**src/aux_counter_pkg.sv**
```systemverilog
package aux_counter_pkg;

  // ==========================================================
  // register map (byte addresses, one aligned word each)
  localparam int ADDR_W = 8;
  localparam logic [7:0] ADDR_CONTROL = 8'h00;
  localparam logic [7:0] ADDR_COUNT_LOW = 8'h04;
  localparam logic [7:0] ADDR_COUNT_HIGH = 8'h08;
  localparam logic [7:0] ADDR_FLAGS = 8'h0c;
  localparam logic [7:0] ADDR_ENABLES = 8'h10;

  // ==========================================================
  // control register fields, and the overflow bit of the flags and enables registers
  localparam int BIT_ON = 0;
  localparam int BIT_CLK_SRC = 1;
  localparam int BIT_SYNC_N = 2;
  localparam int BIT_SEL_LO = 3;
  localparam int BIT_PRESC_LO = 4;
  localparam int BIT_PRESC_HI = 5;
  localparam int BIT_SEL_HI = 6;
  localparam int BIT_WIDE = 7;
  localparam int BIT_OVF = 1;
  localparam logic [7:0] CONTROL_RESET = 8'h00;

  // ==========================================================
  // timing and codes
  localparam logic [1:0] INSTR_LAST_PHASE = 2'h3;
  localparam logic [3:0] SPECIAL_EVENT_MODE = 4'hb;
  localparam logic [15:0] COUNT_MAX = 16'hffff;
  localparam logic [1:0] RESP_OKAY = 2'h0;
  localparam logic [1:0] RESP_SLVERR = 2'h2;

  function automatic logic reg_mapped(input logic [7:0] addr);
    reg_mapped = (addr == ADDR_CONTROL) || (addr == ADDR_COUNT_LOW) ||
                 (addr == ADDR_COUNT_HIGH) || (addr == ADDR_FLAGS) ||
                 (addr == ADDR_ENABLES);
  endfunction

  // terminal prescaler value for codes 1:1, 1:2, 1:4, 1:8
  function automatic logic [2:0] presc_last(input logic [1:0] code);
    case (code)
      2'h0: presc_last = 3'h0;
      2'h1: presc_last = 3'h1;
      2'h2: presc_last = 3'h3;
      default: presc_last = 3'h7;
    endcase
  endfunction

endpackage

```
**src/reg_access_if.sv**
```systemverilog
`timescale 1ns/1ns
`default_nettype none
interface reg_access_if;
  logic wr_en;
  logic [7:0] waddr;
  logic [7:0] wdata;
  logic rd_en;
  logic [7:0] raddr;
  logic [7:0] rdata;
  modport bus (output wr_en, output waddr, output wdata, output rd_en, output raddr,
    input rdata);
  modport regs (input wr_en, input waddr, input wdata, input rd_en, input raddr,
    output rdata);
endinterface
`default_nettype wire

```
**src/axil_slave.sv**
```systemverilog
`timescale 1ns/1ns
`default_nettype none
module axil_slave
  import aux_counter_pkg::*;
(
  input wire logic mclk,
  input wire logic arst_n,
  input wire logic [7:0] s_axi_awaddr,
  input wire logic s_axi_awvalid,
  output logic s_axi_awready,
  input wire logic [31:0] s_axi_wdata,
  input wire logic [3:0] s_axi_wstrb,
  input wire logic s_axi_wvalid,
  output logic s_axi_wready,
  output logic [1:0] s_axi_bresp,
  output logic s_axi_bvalid,
  input wire logic s_axi_bready,
  input wire logic [7:0] s_axi_araddr,
  input wire logic s_axi_arvalid,
  output logic s_axi_arready,
  output logic [31:0] s_axi_rdata,
  output logic [1:0] s_axi_rresp,
  output logic s_axi_rvalid,
  input wire logic s_axi_rready,
  reg_access_if.bus acc
);

  typedef struct packed {
    logic awready;
    logic wready;
    logic arready;
    logic bvalid;
    logic rvalid;
    logic aw_held;
    logic w_held;
    logic [7:0] awaddr;
    logic [7:0] wdata;
    logic wstrb0;
    logic [1:0] bresp;
    logic [1:0] rresp;
    logic [7:0] rdata;
  } slave_state_s;

  slave_state_s st;
  slave_state_s next_st;
  logic wfire;
  logic rfire;

  // ==========================================================
  // handshakes
  always_comb
  begin
    next_st = st;
    wfire = st.aw_held && st.w_held && !st.bvalid;
    rfire = s_axi_arvalid && st.arready;
    acc.wr_en = wfire && st.wstrb0 && reg_mapped(st.awaddr);
    acc.waddr = st.awaddr;
    acc.wdata = st.wdata;
    acc.rd_en = rfire && reg_mapped(s_axi_araddr);
    acc.raddr = s_axi_araddr;
    if (s_axi_awvalid && st.awready)
    begin
      next_st.aw_held = 1'b1;
      next_st.awaddr = s_axi_awaddr;
    end
    if (s_axi_wvalid && st.wready)
    begin
      next_st.w_held = 1'b1;
      next_st.wdata = s_axi_wdata[7:0];
      next_st.wstrb0 = s_axi_wstrb[0];
    end
    if (st.bvalid && s_axi_bready)
      next_st.bvalid = 1'b0;
    if (wfire)
    begin
      next_st.aw_held = 1'b0;
      next_st.w_held = 1'b0;
      next_st.bvalid = 1'b1;
      next_st.bresp = reg_mapped(st.awaddr) ? RESP_OKAY : RESP_SLVERR;
    end
    if (st.rvalid && s_axi_rready)
      next_st.rvalid = 1'b0;
    if (rfire)
    begin
      next_st.rvalid = 1'b1;
      next_st.rdata = reg_mapped(s_axi_araddr) ? acc.rdata : 8'h00;
      next_st.rresp = reg_mapped(s_axi_araddr) ? RESP_OKAY : RESP_SLVERR;
    end
    // one write and one read in flight; ready stays low until answered
    next_st.awready = !next_st.aw_held && !next_st.bvalid;
    next_st.wready = !next_st.w_held && !next_st.bvalid;
    next_st.arready = !next_st.rvalid;
  end

  always_ff @(posedge mclk or negedge arst_n)
  begin
    if (!arst_n)
      st <= '0;
    else
      st <= next_st;
  end

  assign s_axi_awready = st.awready;
  assign s_axi_wready = st.wready;
  assign s_axi_bvalid = st.bvalid;
  assign s_axi_bresp = st.bresp;
  assign s_axi_arready = st.arready;
  assign s_axi_rvalid = st.rvalid;
  assign s_axi_rresp = st.rresp;
  assign s_axi_rdata = {24'h000000, st.rdata};

endmodule
`default_nettype wire

```
**src/aux_counter.sv**
```systemverilog
`timescale 1ns/1ns
`default_nettype none
module aux_counter
  import aux_counter_pkg::*;
(
  input wire logic mclk,
  input wire logic arst_n,
  input wire logic [aux_counter_pkg::ADDR_W-1:0] s_axi_awaddr,
  input wire logic s_axi_awvalid,
  output logic s_axi_awready,
  input wire logic [31:0] s_axi_wdata,
  input wire logic [3:0] s_axi_wstrb,
  input wire logic s_axi_wvalid,
  output logic s_axi_wready,
  output logic [1:0] s_axi_bresp,
  output logic s_axi_bvalid,
  input wire logic s_axi_bready,
  input wire logic [aux_counter_pkg::ADDR_W-1:0] s_axi_araddr,
  input wire logic s_axi_arvalid,
  output logic s_axi_arready,
  output logic [31:0] s_axi_rdata,
  output logic [1:0] s_axi_rresp,
  output logic s_axi_rvalid,
  input wire logic s_axi_rready,
  input wire logic ext_count_clock_pin,
  input wire logic lp_osc_in_pin,
  input wire logic lp_osc_enable,
  input wire logic [1:0] port_c_direction,
  input wire logic [3:0] unit_one_mode,
  input wire logic unit_one_match,
  input wire logic [3:0] unit_two_mode,
  input wire logic unit_two_match,
  output logic overflow_irq,
  output logic unit_one_uses_this,
  output logic unit_two_uses_this,
  output logic [1:0] port_c_direction_eff,
  output logic [1:0] port_c_pin_read
);
  import aux_counter_pkg::*;

  // ==========================================================
  // state
  typedef struct packed {
    logic [7:0] ctrl;
    logic [15:0] count;
    logic [7:0] high_buffer;
    logic [2:0] presc;
    logic [1:0] phase;
    logic [1:0] pin_s1;
    logic [1:0] pin_s2;
    logic ext_prev;
    logic seen_fall;
    logic edge_pending;
    logic overflow_flag;
    logic overflow_irq_enable;
    logic irq;
    logic unit_one_this;
    logic unit_two_this;
    logic [1:0] dir_eff;
    logic [1:0] pin_read;
  } counter_state_s;

  counter_state_s st;
  counter_state_s next_st;

  reg_access_if acc ();

  axil_slave u_axil_slave (
    .mclk(mclk),
    .arst_n(arst_n),
    .s_axi_awaddr(s_axi_awaddr),
    .s_axi_awvalid(s_axi_awvalid),
    .s_axi_awready(s_axi_awready),
    .s_axi_wdata(s_axi_wdata),
    .s_axi_wstrb(s_axi_wstrb),
    .s_axi_wvalid(s_axi_wvalid),
    .s_axi_wready(s_axi_wready),
    .s_axi_bresp(s_axi_bresp),
    .s_axi_bvalid(s_axi_bvalid),
    .s_axi_bready(s_axi_bready),
    .s_axi_araddr(s_axi_araddr),
    .s_axi_arvalid(s_axi_arvalid),
    .s_axi_arready(s_axi_arready),
    .s_axi_rdata(s_axi_rdata),
    .s_axi_rresp(s_axi_rresp),
    .s_axi_rvalid(s_axi_rvalid),
    .s_axi_rready(s_axi_rready),
    .acc(acc)
  );

  // ==========================================================
  // decoded control fields
  logic counter_on;
  logic clock_source_select;
  logic ext_clock_sync_n;
  logic [1:0] prescale_sel;
  logic [1:0] timebase_sel;
  logic wide_access_enable;

  assign counter_on = st.ctrl[BIT_ON];
  assign clock_source_select = st.ctrl[BIT_CLK_SRC];
  assign ext_clock_sync_n = st.ctrl[BIT_SYNC_N];
  assign prescale_sel = {st.ctrl[BIT_PRESC_HI], st.ctrl[BIT_PRESC_LO]};
  assign timebase_sel = {st.ctrl[BIT_SEL_HI], st.ctrl[BIT_SEL_LO]};
  assign wide_access_enable = st.ctrl[BIT_WIDE];

  // ==========================================================
  // clock source and edge detection
  logic instr_tick;
  logic ext_level;
  logic ext_rise;
  logic ext_fall;
  logic ext_edge;
  logic src_tick;
  logic presc_tick;
  logic unit_one_this_now;
  logic unit_two_this_now;
  logic special_clear;
  logic wr_low;
  logic wr_high;

  always_comb
  begin
    instr_tick = (st.phase == INSTR_LAST_PHASE);
    // oscillator pin replaces the plain clock pin when the oscillator runs
    ext_level = lp_osc_enable ? st.pin_s2[1] : st.pin_s2[0];
    ext_rise = ext_level && !st.ext_prev;
    ext_fall = !ext_level && st.ext_prev;
    ext_edge = ext_rise && st.seen_fall;
    if (!clock_source_select)
      src_tick = instr_tick;
    else if (ext_clock_sync_n)
      src_tick = ext_edge;
    else
      src_tick = (ext_edge || st.edge_pending) && instr_tick;
    src_tick = src_tick && counter_on;
    presc_tick = src_tick && (st.presc == presc_last(prescale_sel));
    unit_one_this_now = timebase_sel[1];
    unit_two_this_now = timebase_sel != 2'h0;
    special_clear = (unit_one_this_now && unit_one_mode == SPECIAL_EVENT_MODE &&
                     unit_one_match) ||
                    (unit_two_this_now && unit_two_mode == SPECIAL_EVENT_MODE &&
                     unit_two_match);
    wr_low = acc.wr_en && acc.waddr == ADDR_COUNT_LOW;
    wr_high = acc.wr_en && acc.waddr == ADDR_COUNT_HIGH;
  end

  // ==========================================================
  // register read path
  always_comb
  begin
    if (acc.raddr == ADDR_CONTROL)
      acc.rdata = st.ctrl;
    else if (acc.raddr == ADDR_COUNT_LOW)
      acc.rdata = st.count[7:0];
    else if (acc.raddr == ADDR_COUNT_HIGH)
      acc.rdata = wide_access_enable ? st.high_buffer : st.count[15:8];
    else if (acc.raddr == ADDR_FLAGS)
      acc.rdata = {6'h00, st.overflow_flag, 1'b0};
    else if (acc.raddr == ADDR_ENABLES)
      acc.rdata = {6'h00, st.overflow_irq_enable, 1'b0};
    else
      acc.rdata = 8'h00;
  end

  // ==========================================================
  // next state
  always_comb
  begin
    next_st = st;
    next_st.pin_s1 = {lp_osc_in_pin, ext_count_clock_pin};
    next_st.pin_s2 = st.pin_s1;
    next_st.ext_prev = ext_level;
    next_st.phase = st.phase + 2'h1;

    // edge arming drops whenever the external path is idle
    if (!(clock_source_select && counter_on))
      next_st.seen_fall = 1'b0;
    else if (ext_fall)
      next_st.seen_fall = 1'b1;

    // synchronised mode holds an edge until the instruction boundary
    if (instr_tick || !clock_source_select || ext_clock_sync_n || !counter_on)
      next_st.edge_pending = 1'b0;
    else if (ext_edge)
      next_st.edge_pending = 1'b1;

    // prescaler
    if (wr_low)
      next_st.presc = 3'h0;
    else if (presc_tick)
      next_st.presc = 3'h0;
    else if (src_tick)
      next_st.presc = st.presc + 3'h1;

    // counter: software write first, then special clear, then increment
    if (wr_low)
    begin
      if (wide_access_enable)
        next_st.count = {st.high_buffer, acc.wdata};
      else
        next_st.count[7:0] = acc.wdata;
    end
    else if (wr_high && !wide_access_enable)
      next_st.count[15:8] = acc.wdata;
    else if (special_clear)
      next_st.count = 16'h0000;
    else if (presc_tick)
      next_st.count = st.count + 16'h0001;

    if (wr_high && wide_access_enable)
      next_st.high_buffer = acc.wdata;
    else if (acc.rd_en && acc.raddr == ADDR_COUNT_LOW && wide_access_enable)
      next_st.high_buffer = st.count[15:8];

    // control and enable registers
    if (acc.wr_en && acc.waddr == ADDR_CONTROL)
      next_st.ctrl = acc.wdata;
    if (acc.wr_en && acc.waddr == ADDR_ENABLES)
      next_st.overflow_irq_enable = acc.wdata[BIT_OVF];

    // software may write the flag either way; a wrap in the same cycle wins
    if (acc.wr_en && acc.waddr == ADDR_FLAGS)
      next_st.overflow_flag = acc.wdata[BIT_OVF];
    if (presc_tick && st.count == COUNT_MAX && !wr_low && !wr_high && !special_clear)
      next_st.overflow_flag = 1'b1;

    next_st.irq = next_st.overflow_flag && next_st.overflow_irq_enable;
    next_st.unit_one_this = unit_one_this_now;
    next_st.unit_two_this = unit_two_this_now;

    // oscillator pins turn into inputs and read as zero
    if (lp_osc_enable)
    begin
      next_st.dir_eff = 2'h3;
      next_st.pin_read = 2'h0;
    end
    else
    begin
      next_st.dir_eff = port_c_direction;
      next_st.pin_read = st.pin_s2;
    end
  end

  // ==========================================================
  // registers
  always_ff @(posedge mclk or negedge arst_n)
  begin
    if (!arst_n)
    begin
      st <= '0;
      st.ctrl <= CONTROL_RESET;
    end
    else
      st <= next_st;
  end

  assign overflow_irq = st.irq;
  assign unit_one_uses_this = st.unit_one_this;
  assign unit_two_uses_this = st.unit_two_this;
  assign port_c_direction_eff = st.dir_eff;
  assign port_c_pin_read = st.pin_read;

endmodule
`default_nettype wire

```
**config.mk**
```make
export PLATFORM = sky130hd
export DESIGN_NAME = aux_counter
export DESIGN_NICKNAME = d
export VERILOG_FILES = /design/src/aux_counter_pkg.sv /design/src/reg_access_if.sv /design/src/axil_slave.sv /design/src/aux_counter.sv
export SDC_FILE = /design/constraint.sdc
export NUM_CORES = 1
export LEC_CHECK = 0
export BUFFER_PORTS_ARGS = -buffer_cell sky130_fd_sc_hd__buf_2
export CORE_MARGIN = 4
export CORE_UTILIZATION = 50
export DETAILED_ROUTE_END_ITERATION = 10
export PLACE_DENSITY_LB_ADDON = 0.2
export SLEW_MARGIN = 20
export SYNTH_ARGS = -nofsm -noshare
export SYNTH_HDL_FRONTEND = slang
export SYNTH_SLANG_ARGS = --single-unit
```
**constraint.sdc**
```tcl
create_clock -name mclk -period 4.95 [get_ports mclk]
set_input_delay 0.99 -clock mclk [delete_from_list [all_inputs] [get_ports mclk]]
set_output_delay 0.99 -clock mclk [all_outputs]
set_load 0.01 [all_outputs]
```
# Word level (Yosys, flattened, before mapping)
# Cells that the tools add are included.
# word_totals
reg_bits	89
wordCells	162
in_bits	74
out_inout_bits	48
# op_classes
reduce_logical	73
n_addsub	3
n_eq_ne	17
n_mux	38
# op_table
operator	count
8-bit two-way mux	9
16-bit two-way mux	3
1-bit logical AND	37
8-bit by 4-bit == test with 1-bit output (second input constant)	4
16-bit by 1-bit adder with 16-bit output (second input constant)	1
16-bit == test (second input constant)	1
8-bit by 3-bit == test with 1-bit output (second input constant)	2
8-bit by 5-bit == test with 1-bit output (second input constant)	2
8-bit zero test	2
1-bit two-way mux	16
1-bit zero test	13
1-bit logical OR	13
2-bit two-way mux	5
3-bit two-way mux	3
3-bit one-hot mux with 3 select lines	1
4-bit == test (second input constant)	2
2-bit nonzero test	3
3-bit nonzero test	2
2-bit == test (second input constant)	2
4-bit two-way mux	1
2-bit inequality test (second input constant)	2
4-bit nonzero test	1
3-bit by 1-bit adder with 3-bit output (second input constant)	1
3-bit == test	1
4 further kinds	4

# Logic depth before layout (Yosys ltp)
# Gate-level depths: netlist of the first run.
# depth
ltp_word	15
ltp_mapped	8
depth_no_buf	7

# By module
# From an unflattened synthesis of the first run, not the netlist that was laid out.
# unflattened
hier_cells	486
hier_area_um2	4803.4
# by_module_without_submodules
module	area_each_um2	cells_per_inst	instances
aux_counter	3065.4	338	1
axil_slave	1737.9	148	1

# Worst setup path before layout of the first run
# Ideal clock, no wire load.
# synth_path
path_kind	input -> register
start	in s_axi_araddr[0] (netlist bit)
end	reg st[21] (netlist bit)
t_required_ns	4.813
t_arrival_ns	2.452
stages	6
n_path_buf	1
slack_ns	2.361
path_cell_list	or4_1 > nor3_4 > nor3b_1 > buf_4 > mux2i_1 > a21oi_1
# synth_between
elab_chain_cells	9
word_cells_on_any_way	13
# synth_rtl
element	line	text
start, declared	aux_counter.sv:18	input wire logic [aux_counter_pkg::ADDR_W-1:0] s_axi_araddr,
8-bit by 3-bit == test with 1-bit output or 8-bit zero test (tied branches)	aux_counter_pkg.sv:34, aux_counter.sv:213	
1-bit logical OR (2 in series)	aux_counter_pkg.sv:34	reg_mapped = (addr == ADDR_CONTROL) || (addr == ADDR_COUNT_LOW) ||
1-bit logical OR (2 in series)	aux_counter_pkg.sv:35	(addr == ADDR_COUNT_HIGH) || (addr == ADDR_FLAGS) ||
1-bit logical AND	axil_slave.sv:59	acc.rd_en = rfire && reg_mapped(s_axi_araddr);
1-bit logical AND * (2 in series)	aux_counter.sv:213	else if (acc.rd_en && acc.raddr == ADDR_COUNT_LOW && wide_access_enable)
2-bit nonzero test (no source line) *	-	
end signal, assigned	aux_counter.sv:255	st <= next_st;
end, declared	aux_counter.sv:63	counter_state_s st;
# Mark *: on every way between the ends. The rest lies on a longest branch, timed or not.
# A chain may end at the register's enable or synchronous reset.

# Worst setup path after layout of the first run
# layout_path
start	reg st[52] (netlist bit)
end	reg st[44] (netlist bit)
# layout_between
elab_chain_cells	4
word_cells_on_any_way	6
# layout_rtl
element	line	text
1-bit zero test	aux_counter.sv:204	else if (wr_high && !wide_access_enable)
1-bit logical AND	aux_counter.sv:204	
8-bit two-way mux	aux_counter.sv:204	
16-bit two-way mux	aux_counter.sv:197	if (wr_low)
# Parallel ways exist; a longest one is shown, timed or not.

==> flow_metrics.env, run 1 <==
export IMPL_power_density_nw_per_um2=366
export IMPL_synthDistinctLibCells=60
export IMPL_timing_critical_path_from="st[52]"
export IMPL_clockBufferDepth=2
export IMPL_grt_pass1_wl_mm=17.6
export IMPL_ioPinCount=122
export IMPL_grt_usage=0.199
export IMPL_p_int_w=0.00120
export IMPL_die_area_um2=11000
export IMPL_cp_end_kind="register"
export IMPL_root_buffer="clkbuf_8"
export IMPL_cts_tree="yes"
export IMPL_fmax_mhz=354
export IMPL_syn_inst=481
export IMPL_cts_hold_fix_buffers=0
export IMPL_postSynthAreaPerCell_um2=9.78
export IMPL_fin_area_um2=5060
export IMPL_insertedDiodeCount=0
export IMPL_hp_class="reg -> reg"
export IMPL_outcome="finished, final reports clean"
export IMPL_final_cell_mix="dfrtp_1, buf_2, nand2_1, a21oi_1, nor2_1"
export IMPL_synthFlopType="dfrtp_1"
export IMPL_cp_start_kind="register"
export IMPL_die_w_um=105
export IMPL_relSlewSlack=0.353
export IMPL_synth_edf_count=0
export IMPL_cts_resized_gates=0
export IMPL_fin_setup_tns_ps=0
export IMPL_grt_overflow_total=0
export IMPL_max_slew_worst_pin_slew_ps=968
export IMPL_syn_area_um2=4700
export IMPL_num_rows=35
export IMPL_fin_ws_ps=2120
export IMPL_worstPathArrival_ps=3130
export IMPL_final_max_slew_viol_count=0
export IMPL_final_common_cell="dfrtp_1"
export IMPL_wl_mm=10.8
export IMPL_p_sw_w=0.000653
export IMPL_dpl_hpwl_mm=7.87
export IMPL_antenna_found_initial=0
export IMPL_grt_max_degree=88
export IMPL_cp_endpoint="st[44]"
export IMPL_vias=3734
export IMPL_gp_congestion=0.910
export IMPL_io_buffers=68
export IMPL_p_comb_frac=0.204
export IMPL_power_leakage_nw=2.28
export IMPL_setup_viol=0
export IMPL_hold_slack_ps=353
export IMPL_core_area_um2=9200
export IMPL_cts_made_buffers=9
export IMPL_timing_worst_setup_path_type="reg -> reg"
export IMPL_yosys_warnings=0
export IMPL_drt_pre_antenna_iters=5
export IMPL_timing_rr_end="st[44]"
export IMPL_drt_iter0_drc=236
export IMPL_ir_drop_uv=299
export IMPL_initial_core_util=0.511
export IMPL_worst_clock_skew_ps=10.0
export IMPL_power_frac_seq=0.550
export IMPL_hold_viol=0
export IMPL_crit_family="simple AND/OR/NAND/NOR gates"
export IMPL_dp_slack_ps=1940
export IMPL_cp_depth=5
export IMPL_async_flop_share=1.00
export IMPL_slowest_stage="nor4b_2"
export IMPL_max_cap_violations=0
export IMPL_swShare=0.353
export IMPL_fin_util=0.550
export IMPL_wire_per_inst_um=16.7
export IMPL_clk_latency_ps=370
export IMPL_critical_path_required_ps=5250
export IMPL_fillers=850
export IMPL_drc=0
export IMPL_routed_via_density=5.81
export IMPL_clock_sinks=87
export IMPL_r2r_start="st[52]"
export IMPL_rrSetupSlack_ps=2120
export IMPL_drive_gt1_frac=0.241
export IMPL_grt_pass1_vias=3471
export IMPL_r2r_cells=5
export IMPL_place_area_um2=4890
export IMPL_die_height_um=105
export IMPL_htreeDepth=3
export IMPL_synth_seq_cells=87
export IMPL_ys_seq_area_frac=0.463
export IMPL_slowest_delay_ps=970
export IMPL_post_route_period_util=0.571
export IMPL_pwr_share_clk=0.246
export IMPL_area_growth_pct=7.66
export IMPL_postCtsSetupBuffers=0
export IMPL_antenna_left=0
export IMPL_period_needed_ps=2830
export IMPL_cp_max_fo=16
export IMPL_grt_setup_unrepaired="false"
export IMPL_nNetsFinal=604
export IMPL_worstPathCellList="nor4b_2 > and2_1 > nor3_1 > a221oi_1 > o2bb2a_1"
export IMPL_clkTransAtPathRegs_ps=90
export IMPL_path_buf_inv=0
[worst min-delay path by stage]
stage	start	endpoint	slack, ps	depth (start not counted)
5_1_grt	next_st[13]	st[13]	380	0
4_1_cts	next_st[13]	st[13]	360	0
3_3_place_gp	next_st[13]	st[13]	330	0
3_5_place_dp	next_st[13]	st[13]	340	0
6_report	next_st[13]	st[13]	350	0
2_1_floorplan	next_st[12]	st[12]	330	0
[power by group through the flow]
stage / sequential, W / clock (W) / combinational [W]
after global placement: 0.00102 / 0 / 0.000368
final: 0.00102 / 0.000455 / 0.000378
after global routing: 0.00104 / 0.000502 / 0.000424
after CTS: 0.00101 / 0.000469 / 0.000381
after floorplan: 0.000940 / 0 / 0.000331
after detailed placement: 0.00103 / 0 / 0.000381
[worst register-to-register path, stage by stage, from the launching register on]
cell      delay [ps]
dfrtp_1          680
nor4b_2          970
and2_1           560
nor3_1           150
a221oi_1         220
o2bb2a_1         180
[cell type report]
class	count	area (um2)	area share
Clock inverter	6	43.8	0.00865
Sequential cell	87	2180	0.430
Tap cell	111	139	0.0274
Inverter	12	45.0	0.00890
Timing Repair Buffer	70	362	0.0714
Clock buffer	10	128	0.0252
Multi-Input combinational cell	347	2170	0.428
[metal layers]
metal  vias up  routed length, um  GRT usage
li1       1742                  -          -
met1      1815               4740      0.276
met2       159               5120      0.315
met3        18                641     0.0259
met4         0                263     0.0834
met5         -                  0          0
[stage by stage]
step | cells | total power, W
4_1_cts | 643 | 0.00186
3_5_place_dp | 627 | 0.00141
2_1_floorplan | 506 | 0.00127
5_1_grt | 643 | 0.00196
3_3_place_gp | 627 | 0.00139
6_report | 643 | 0.00185
[state kept, by name, summed over array words and instances (netlist names), 2 cells and up]
register	count
u_axil_slave.acc.wdata	8
port_c_pin_read	2
u_axil_slave.acc.waddr	8
u_axil_slave.st	3
u_axil_slave.s_axi_rdata	8
prescale_sel	2
next_st	3
st	38
port_c_direction_eff	2
[synthesized netlist by cell type, types with 3 or more instances]
library cell | number | area [um2]
or2_2 | 5 | 31.3
nor2_1 | 39 | 146
inv_1 | 12 | 45.0
o21ai_0 | 27 | 135
ha_1 | 3 | 37.5
nand3_1 | 12 | 60.1
buf_2 | 5 | 25.0
a31oi_1 | 9 | 56.3
nand4_1 | 7 | 43.8
nor2b_1 | 5 | 31.3
a21oi_1 | 43 | 215
nand2_1 | 51 | 191
clkbuf_1 | 8 | 30.0
nor3_1 | 4 | 20.0
and3_1 | 5 | 31.3
mux2_2 | 26 | 293
dfrtp_1 | 87 | 2180
o22ai_1 | 10 | 62.6
and2_1 | 4 | 25.0
mux2i_1 | 24 | 240
buf_4 | 44 | 330
[cells by family (layout without fill, tap and decap cells)]
family                     count (synthesis)  after routing  synth area share
DFF                                       87             87             0.463
AOI/OAI and AO/OA                        110            110             0.141
other                                      1             26          0.000798
muxes                                     50             50             0.113
and+or+nand+nor                          157            157             0.176
xor gates and xnor gates                   1              1           0.00186
buffers and inverters                     72             98            0.0958
adders and majority gates                  3              3           0.00798
Power figures use the tool's default switching activity.
==> run 2, diff against run 1 <==
clock period = 2.64 ns   (was 4.95 ns; I/O delays follow)
==> run 2 against run 1 <==
  * Routed wire length is 0.62% higher
  * Total power is 100% higher
  * Via count is 0.43% lower
  * Clock-buffer cell count stayed put
  * Critical path type unchanged
  * Highest routed layer unchanged
==> flow_metrics.env, run 2 (same netlist as run 1, synthesis figures left out) <==
export IMPL_outcome="finished, final reports clean"
export IMPL_wire_per_inst_um=16.5
export IMPL_relSlewSlack=0.579
export IMPL_cp_end_kind="register"
export IMPL_worst_clock_skew_ps=10.6
export IMPL_rrSetupSlack_ps=320
export IMPL_cp_max_fo=8
export IMPL_cts_hold_fix_buffers=0
export IMPL_drive_gt1_frac=0.261
export IMPL_wl_met1_mm=4.78
export IMPL_fin_setup_tns_ps=0
export IMPL_io_buffers=68
export IMPL_grt_usage=0.204
export IMPL_grt_pass1_vias=3561
export IMPL_die_height_um=105
export IMPL_gp_congestion=0.934
export IMPL_cts_tree="yes"
export IMPL_max_cap_violations=0
export IMPL_r2r_cells=5
export IMPL_multiInputGateArea_um2=2170
export IMPL_num_rows=35
export IMPL_timing_rr_end="prescale_sel[0]"
export IMPL_initial_core_util=0.511
export IMPL_max_slew_worst_pin_slew_ps=626
export IMPL_clk_latency_ps=350
export IMPL_clock_sinks=87
export IMPL_highest_layer="met4"
export IMPL_htreeDepth=3
export IMPL_timing_worst_setup_path_type="reg -> reg"
export IMPL_regArea_um2=2180
export IMPL_dpl_hpwl_mm=8.24
export IMPL_cts_made_buffers=9
export IMPL_routed_wl_met3_um=710
export IMPL_drc=0
export IMPL_grt_pass1_wl_mm=18.0
export IMPL_final_cell_mix="dfrtp_1, buf_2, nand2_1, a21oi_1, nor2_1"
export IMPL_routed_via_density=5.65
export IMPL_insertedDiodeCount=0
export IMPL_drt_pre_antenna_iters=5
export IMPL_power_density_nw_per_um2=710
export IMPL_clkTransAtPathRegs_ps=90
export IMPL_grt_setup_unrepaired="false"
export IMPL_r2r_start="u_axil_slave.acc.waddr[7]"
export IMPL_die_w_um=105
export IMPL_area_growth_pct=11.3
export IMPL_die_area_um2=11000
export IMPL_power_total_w=0.00371
export IMPL_fmax_mhz=430
export IMPL_ioPinCount=122
export IMPL_drt_iter0_drc=227
export IMPL_largest_register_ffs=38
export IMPL_wl_met2_mm=5.12
export IMPL_wl_mm=10.8
export IMPL_nNetsFinal=619
export IMPL_ir_drop_uv=516
export IMPL_critical_path_required_ps=2890
export IMPL_cts_resized_gates=0
export IMPL_post_route_period_util=0.880
export IMPL_antenna_found_initial=0
export IMPL_root_buffer="clkbuf_8"
export IMPL_core_area_um2=9200
export IMPL_cp_start_kind="register"
export IMPL_fillers=825
export IMPL_final_max_slew_viol_count=0
export IMPL_antenna_left=0
export IMPL_clockBufferDepth=2
export IMPL_power_leakage_nw=2.37
export IMPL_period_needed_ps=2320
export IMPL_final_common_cell="dfrtp_1"
export IMPL_hold_viol=0
export IMPL_postCtsSetupBuffers=0
export IMPL_worstPathArrival_ps=2570
export IMPL_hp_class="in -> async"
export IMPL_grt_max_degree=39
export IMPL_setup_viol=0
export IMPL_grt_overflow_total=0
export IMPL_largest_register="st"
export IMPL_vias=3718
-- run 2: layer usage --
layer / vias up / GRT usage
li1: 1765 / -
met1: 1783 / 0.280
met2: 145 / 0.324
met3: 25 / 0.0426
met4: 0 / 0.0647
met5: - / 0
-- run 2: worst max-delay path by stage --
stage / endpoint / cells past startpoint / slack [ps] / startpoint
final: prescale_sel[0] / 5 / 320 / u_axil_slave.acc.waddr[7]
after global routing: st[52] / 5 / 180 / u_axil_slave.acc.waddr[7]
after CTS: clock_source_select / 5 / 290 / u_axil_slave.acc.waddr[7]
after detailed placement: prescale_sel[0] / 5 / 320 / u_axil_slave.acc.waddr[7]
after global placement: st[48] / 5 / 360 / u_axil_slave.acc.waddr[7]
after floorplan: st[21] / 6 / 510 / s_axi_araddr[0]
-- run 2: final cells by class --
type | count | share of cell area
clock buffers | 10 | 0.0244
clock inverters | 6 | 0.0177
inverters | 12 | 0.00861
multi-input cells | 347 | 0.414
flip-flops and latches | 87 | 0.416
well taps | 111 | 0.0265
repair buffers | 85 | 0.0923
-- run 2: metrics by stage --
step / util / cells / setup WS, ps / instance area, um2 / hold WS [ps]
final: 0.569 / 658 / 316 / 5230 / 118
after global routing: 0.569 / 658 / 178 / 5230 / 142
after CTS: 0.569 / 658 / 293 / 5230 / 129
after detailed placement: 0.545 / 642 / 320 / 5010 / 337
after global placement: 0.545 / 642 / 358 / 5010 / 334
after floorplan: - / 506 / 513 / 4800 / 232
-- run 2: critical path: stages, from the launching register on --
cell and delay, ps:
dfrtp_1 390, or4_4 590, nor2_2 140, nand3_2 170, nor4_4 520, mux2_2 410
-- run 2: report_power, final --
| group | internal [W] | total [W] | switching (W) |
|---|---|---|---|
| sequential | 0.00156 | 0.00186 | 0.000300 |
| combinational | 0.000382 | 0.000808 | 0.000426 |
| clock | 0.000541 | 0.00105 | 0.000507 |
==> run 3, diff against run 2 <==
CORE_ASPECT_RATIO = 0.9   (was default)
==> run 3 against run 2 <==
  * Utilization rose by 0.50 points
  * Clock skew rose by 6.7 ps
  * Maximum frequency rose by 4.3%
  * First-iteration DRC count rose by 29%
  * Register-to-register slack improved by 95 ps
  * Global-route usage rose by 0.26 points
  * Critical path type unchanged
  * Critical endpoint is now prescale_sel[1]
  * Largest power group unchanged
==> flow_metrics.env, run 3 (same netlist as run 1, synthesis figures left out) <==
export IMPL_largest_register_ffs=38
export IMPL_max_slew_worst_pin_slew_ps=647
export IMPL_ioPinCount=122
export IMPL_p_comb_frac=0.233
export IMPL_fmax_mhz=449
export IMPL_clk_latency_ps=370
export IMPL_num_rows=33
export IMPL_max_cap_violations=0
export IMPL_grt_pass1_vias=3559
export IMPL_largest_register="st"
export IMPL_antenna_left=0
export IMPL_critical_path_required_ps=2900
export IMPL_period_needed_ps=2230
export IMPL_clock_sinks=87
export IMPL_wl_mm=10.8
export IMPL_cts_tree="yes"
export IMPL_r2r_start="u_axil_slave.acc.waddr[7]"
export IMPL_power_density_nw_per_um2=690
export IMPL_antenna_found_initial=0
export IMPL_vias=3746
export IMPL_wire_per_inst_um=16.0
export IMPL_routed_via_density=5.58
export IMPL_cts_hold_fix_buffers=0
export IMPL_setup_viol=0
export IMPL_place_area_um2=5040
export IMPL_grt_usage=0.207
export IMPL_final_max_slew_viol_count=0
export IMPL_cp_start_kind="register"
export IMPL_dpl_hpwl_mm=8.06
export IMPL_area_growth_pct=11.4
export IMPL_final_common_cell="dfrtp_1"
export IMPL_power_leakage_nw=2.38
export IMPL_power_total_w=0.00361
export IMPL_cp_max_fo=6
export IMPL_cts_made_buffers=9
export IMPL_drc=0
export IMPL_worstPathArrival_ps=2480
export IMPL_die_area_um2=11000
export IMPL_p_sw_w=0.00127
export IMPL_drive_gt1_frac=0.266
export IMPL_grt_pass1_wl_mm=17.8
export IMPL_power_frac_seq=0.511
export IMPL_core_area_um2=9130
export IMPL_initial_core_util=0.515
export IMPL_insertedDiodeCount=0
export IMPL_timing_critical_path_from="u_axil_slave.acc.waddr[7]"
export IMPL_regArea_um2=2180
export IMPL_multiInputGateArea_um2=2170
export IMPL_timing_worst_setup_path_type="reg -> reg"
export IMPL_fin_setup_tns_ps=0
export IMPL_fin_area_um2=5240
export IMPL_io_buffers=68
export IMPL_drt_pre_antenna_iters=7
export IMPL_p_int_w=0.00234
export IMPL_drt_iter0_drc=292
export IMPL_cp_end_kind="register"
export IMPL_die_height_um=100
export IMPL_nNetsFinal=621
export IMPL_post_route_period_util=0.844
export IMPL_outcome="finished, final reports clean"
export IMPL_htreeDepth=3
export IMPL_final_cell_mix="dfrtp_1, buf_2, nand2_1, a21oi_1, nor2_1"
export IMPL_clkTransAtPathRegs_ps=100
export IMPL_hold_viol=0
export IMPL_die_w_um=110
export IMPL_hold_slack_ps=171
export IMPL_cts_resized_gates=0
export IMPL_fillers=812
export IMPL_gp_congestion=0.979
export IMPL_worst_clock_skew_ps=17.2
export IMPL_swShare=0.351
export IMPL_ir_drop_uv=535
export IMPL_grt_setup_unrepaired="false"
export IMPL_fin_util=0.574
export IMPL_relSlewSlack=0.569
export IMPL_clockBufferDepth=2
export IMPL_postCtsSetupBuffers=0
export IMPL_grt_overflow_total=0
export IMPL_root_buffer="clkbuf_8"
export IMPL_grt_max_degree=49
export IMPL_hp_class="in -> async"
export IMPL_pwr_share_clk=0.256
==> run 3: final cells by class <==
cell class / count / share of cell area
Sequential cell: 87 / 0.416
Inverter: 12 / 0.00860
Clock buffer: 10 / 0.0263
Tap cell: 122 / 0.0291
Multi-Input combinational cell: 347 / 0.414
Clock inverter: 6 / 0.0112
Timing Repair Buffer: 87 / 0.0951
==> run 3: metal layers <==
metal | GRT usage | vias to the layer above | routed length (um)
li1 | - | 1777 | -
met1 | 0.291 | 1803 | 4880
met2 | 0.319 | 154 | 4960
met3 | 0.0463 | 12 | 791
met4 | 0.0644 | 0 | 132
met5 | 0 | - | 0
==> run 3: worst max-delay path: stages, from the launching register on <==
cell	delay, ps
dfrtp_1	390
or4_4	590
nor2_2	140
nand3_2	170
nor4_4	240
buf_4	230
mux2_2	350
==> run 3: worst paths after layout <==
| kind | cells after the start | slack [ps] | end |
|---|---|---|---|
| max in group asynchronous | 2 | 1850 | st[19] |
| worst min-delay path | 1 | 170 | u_axil_slave.s_axi_rdata[7] |
| min in group mclk | 1 | 260 | next_st[12] |
| worst min register to register | 0 | 360 | st[12] |
| worst max-delay path | 6 | 410 | prescale_sel[1] |
| worst max register to register | 6 | 410 | prescale_sel[1] |
==> run 3: power by group through the flow <==
stage          Combinational [W]  Sequential, W  Clock, W
2_1_floorplan           0.000620        0.00176         0
6_report                0.000842        0.00185  0.000923
3_3_place_gp            0.000816        0.00186         0
5_1_grt                 0.000933        0.00189   0.00100
3_5_place_dp            0.000840        0.00187         0
4_1_cts                 0.000844        0.00184  0.000951
==> run 3: through the flow <==
step	std cells	setup slack, ps
2_1_floorplan	506	513
3_3_place_gp	655	360
3_5_place_dp	655	350
4_1_cts	671	410
5_1_grt	671	307
6_report	671	411
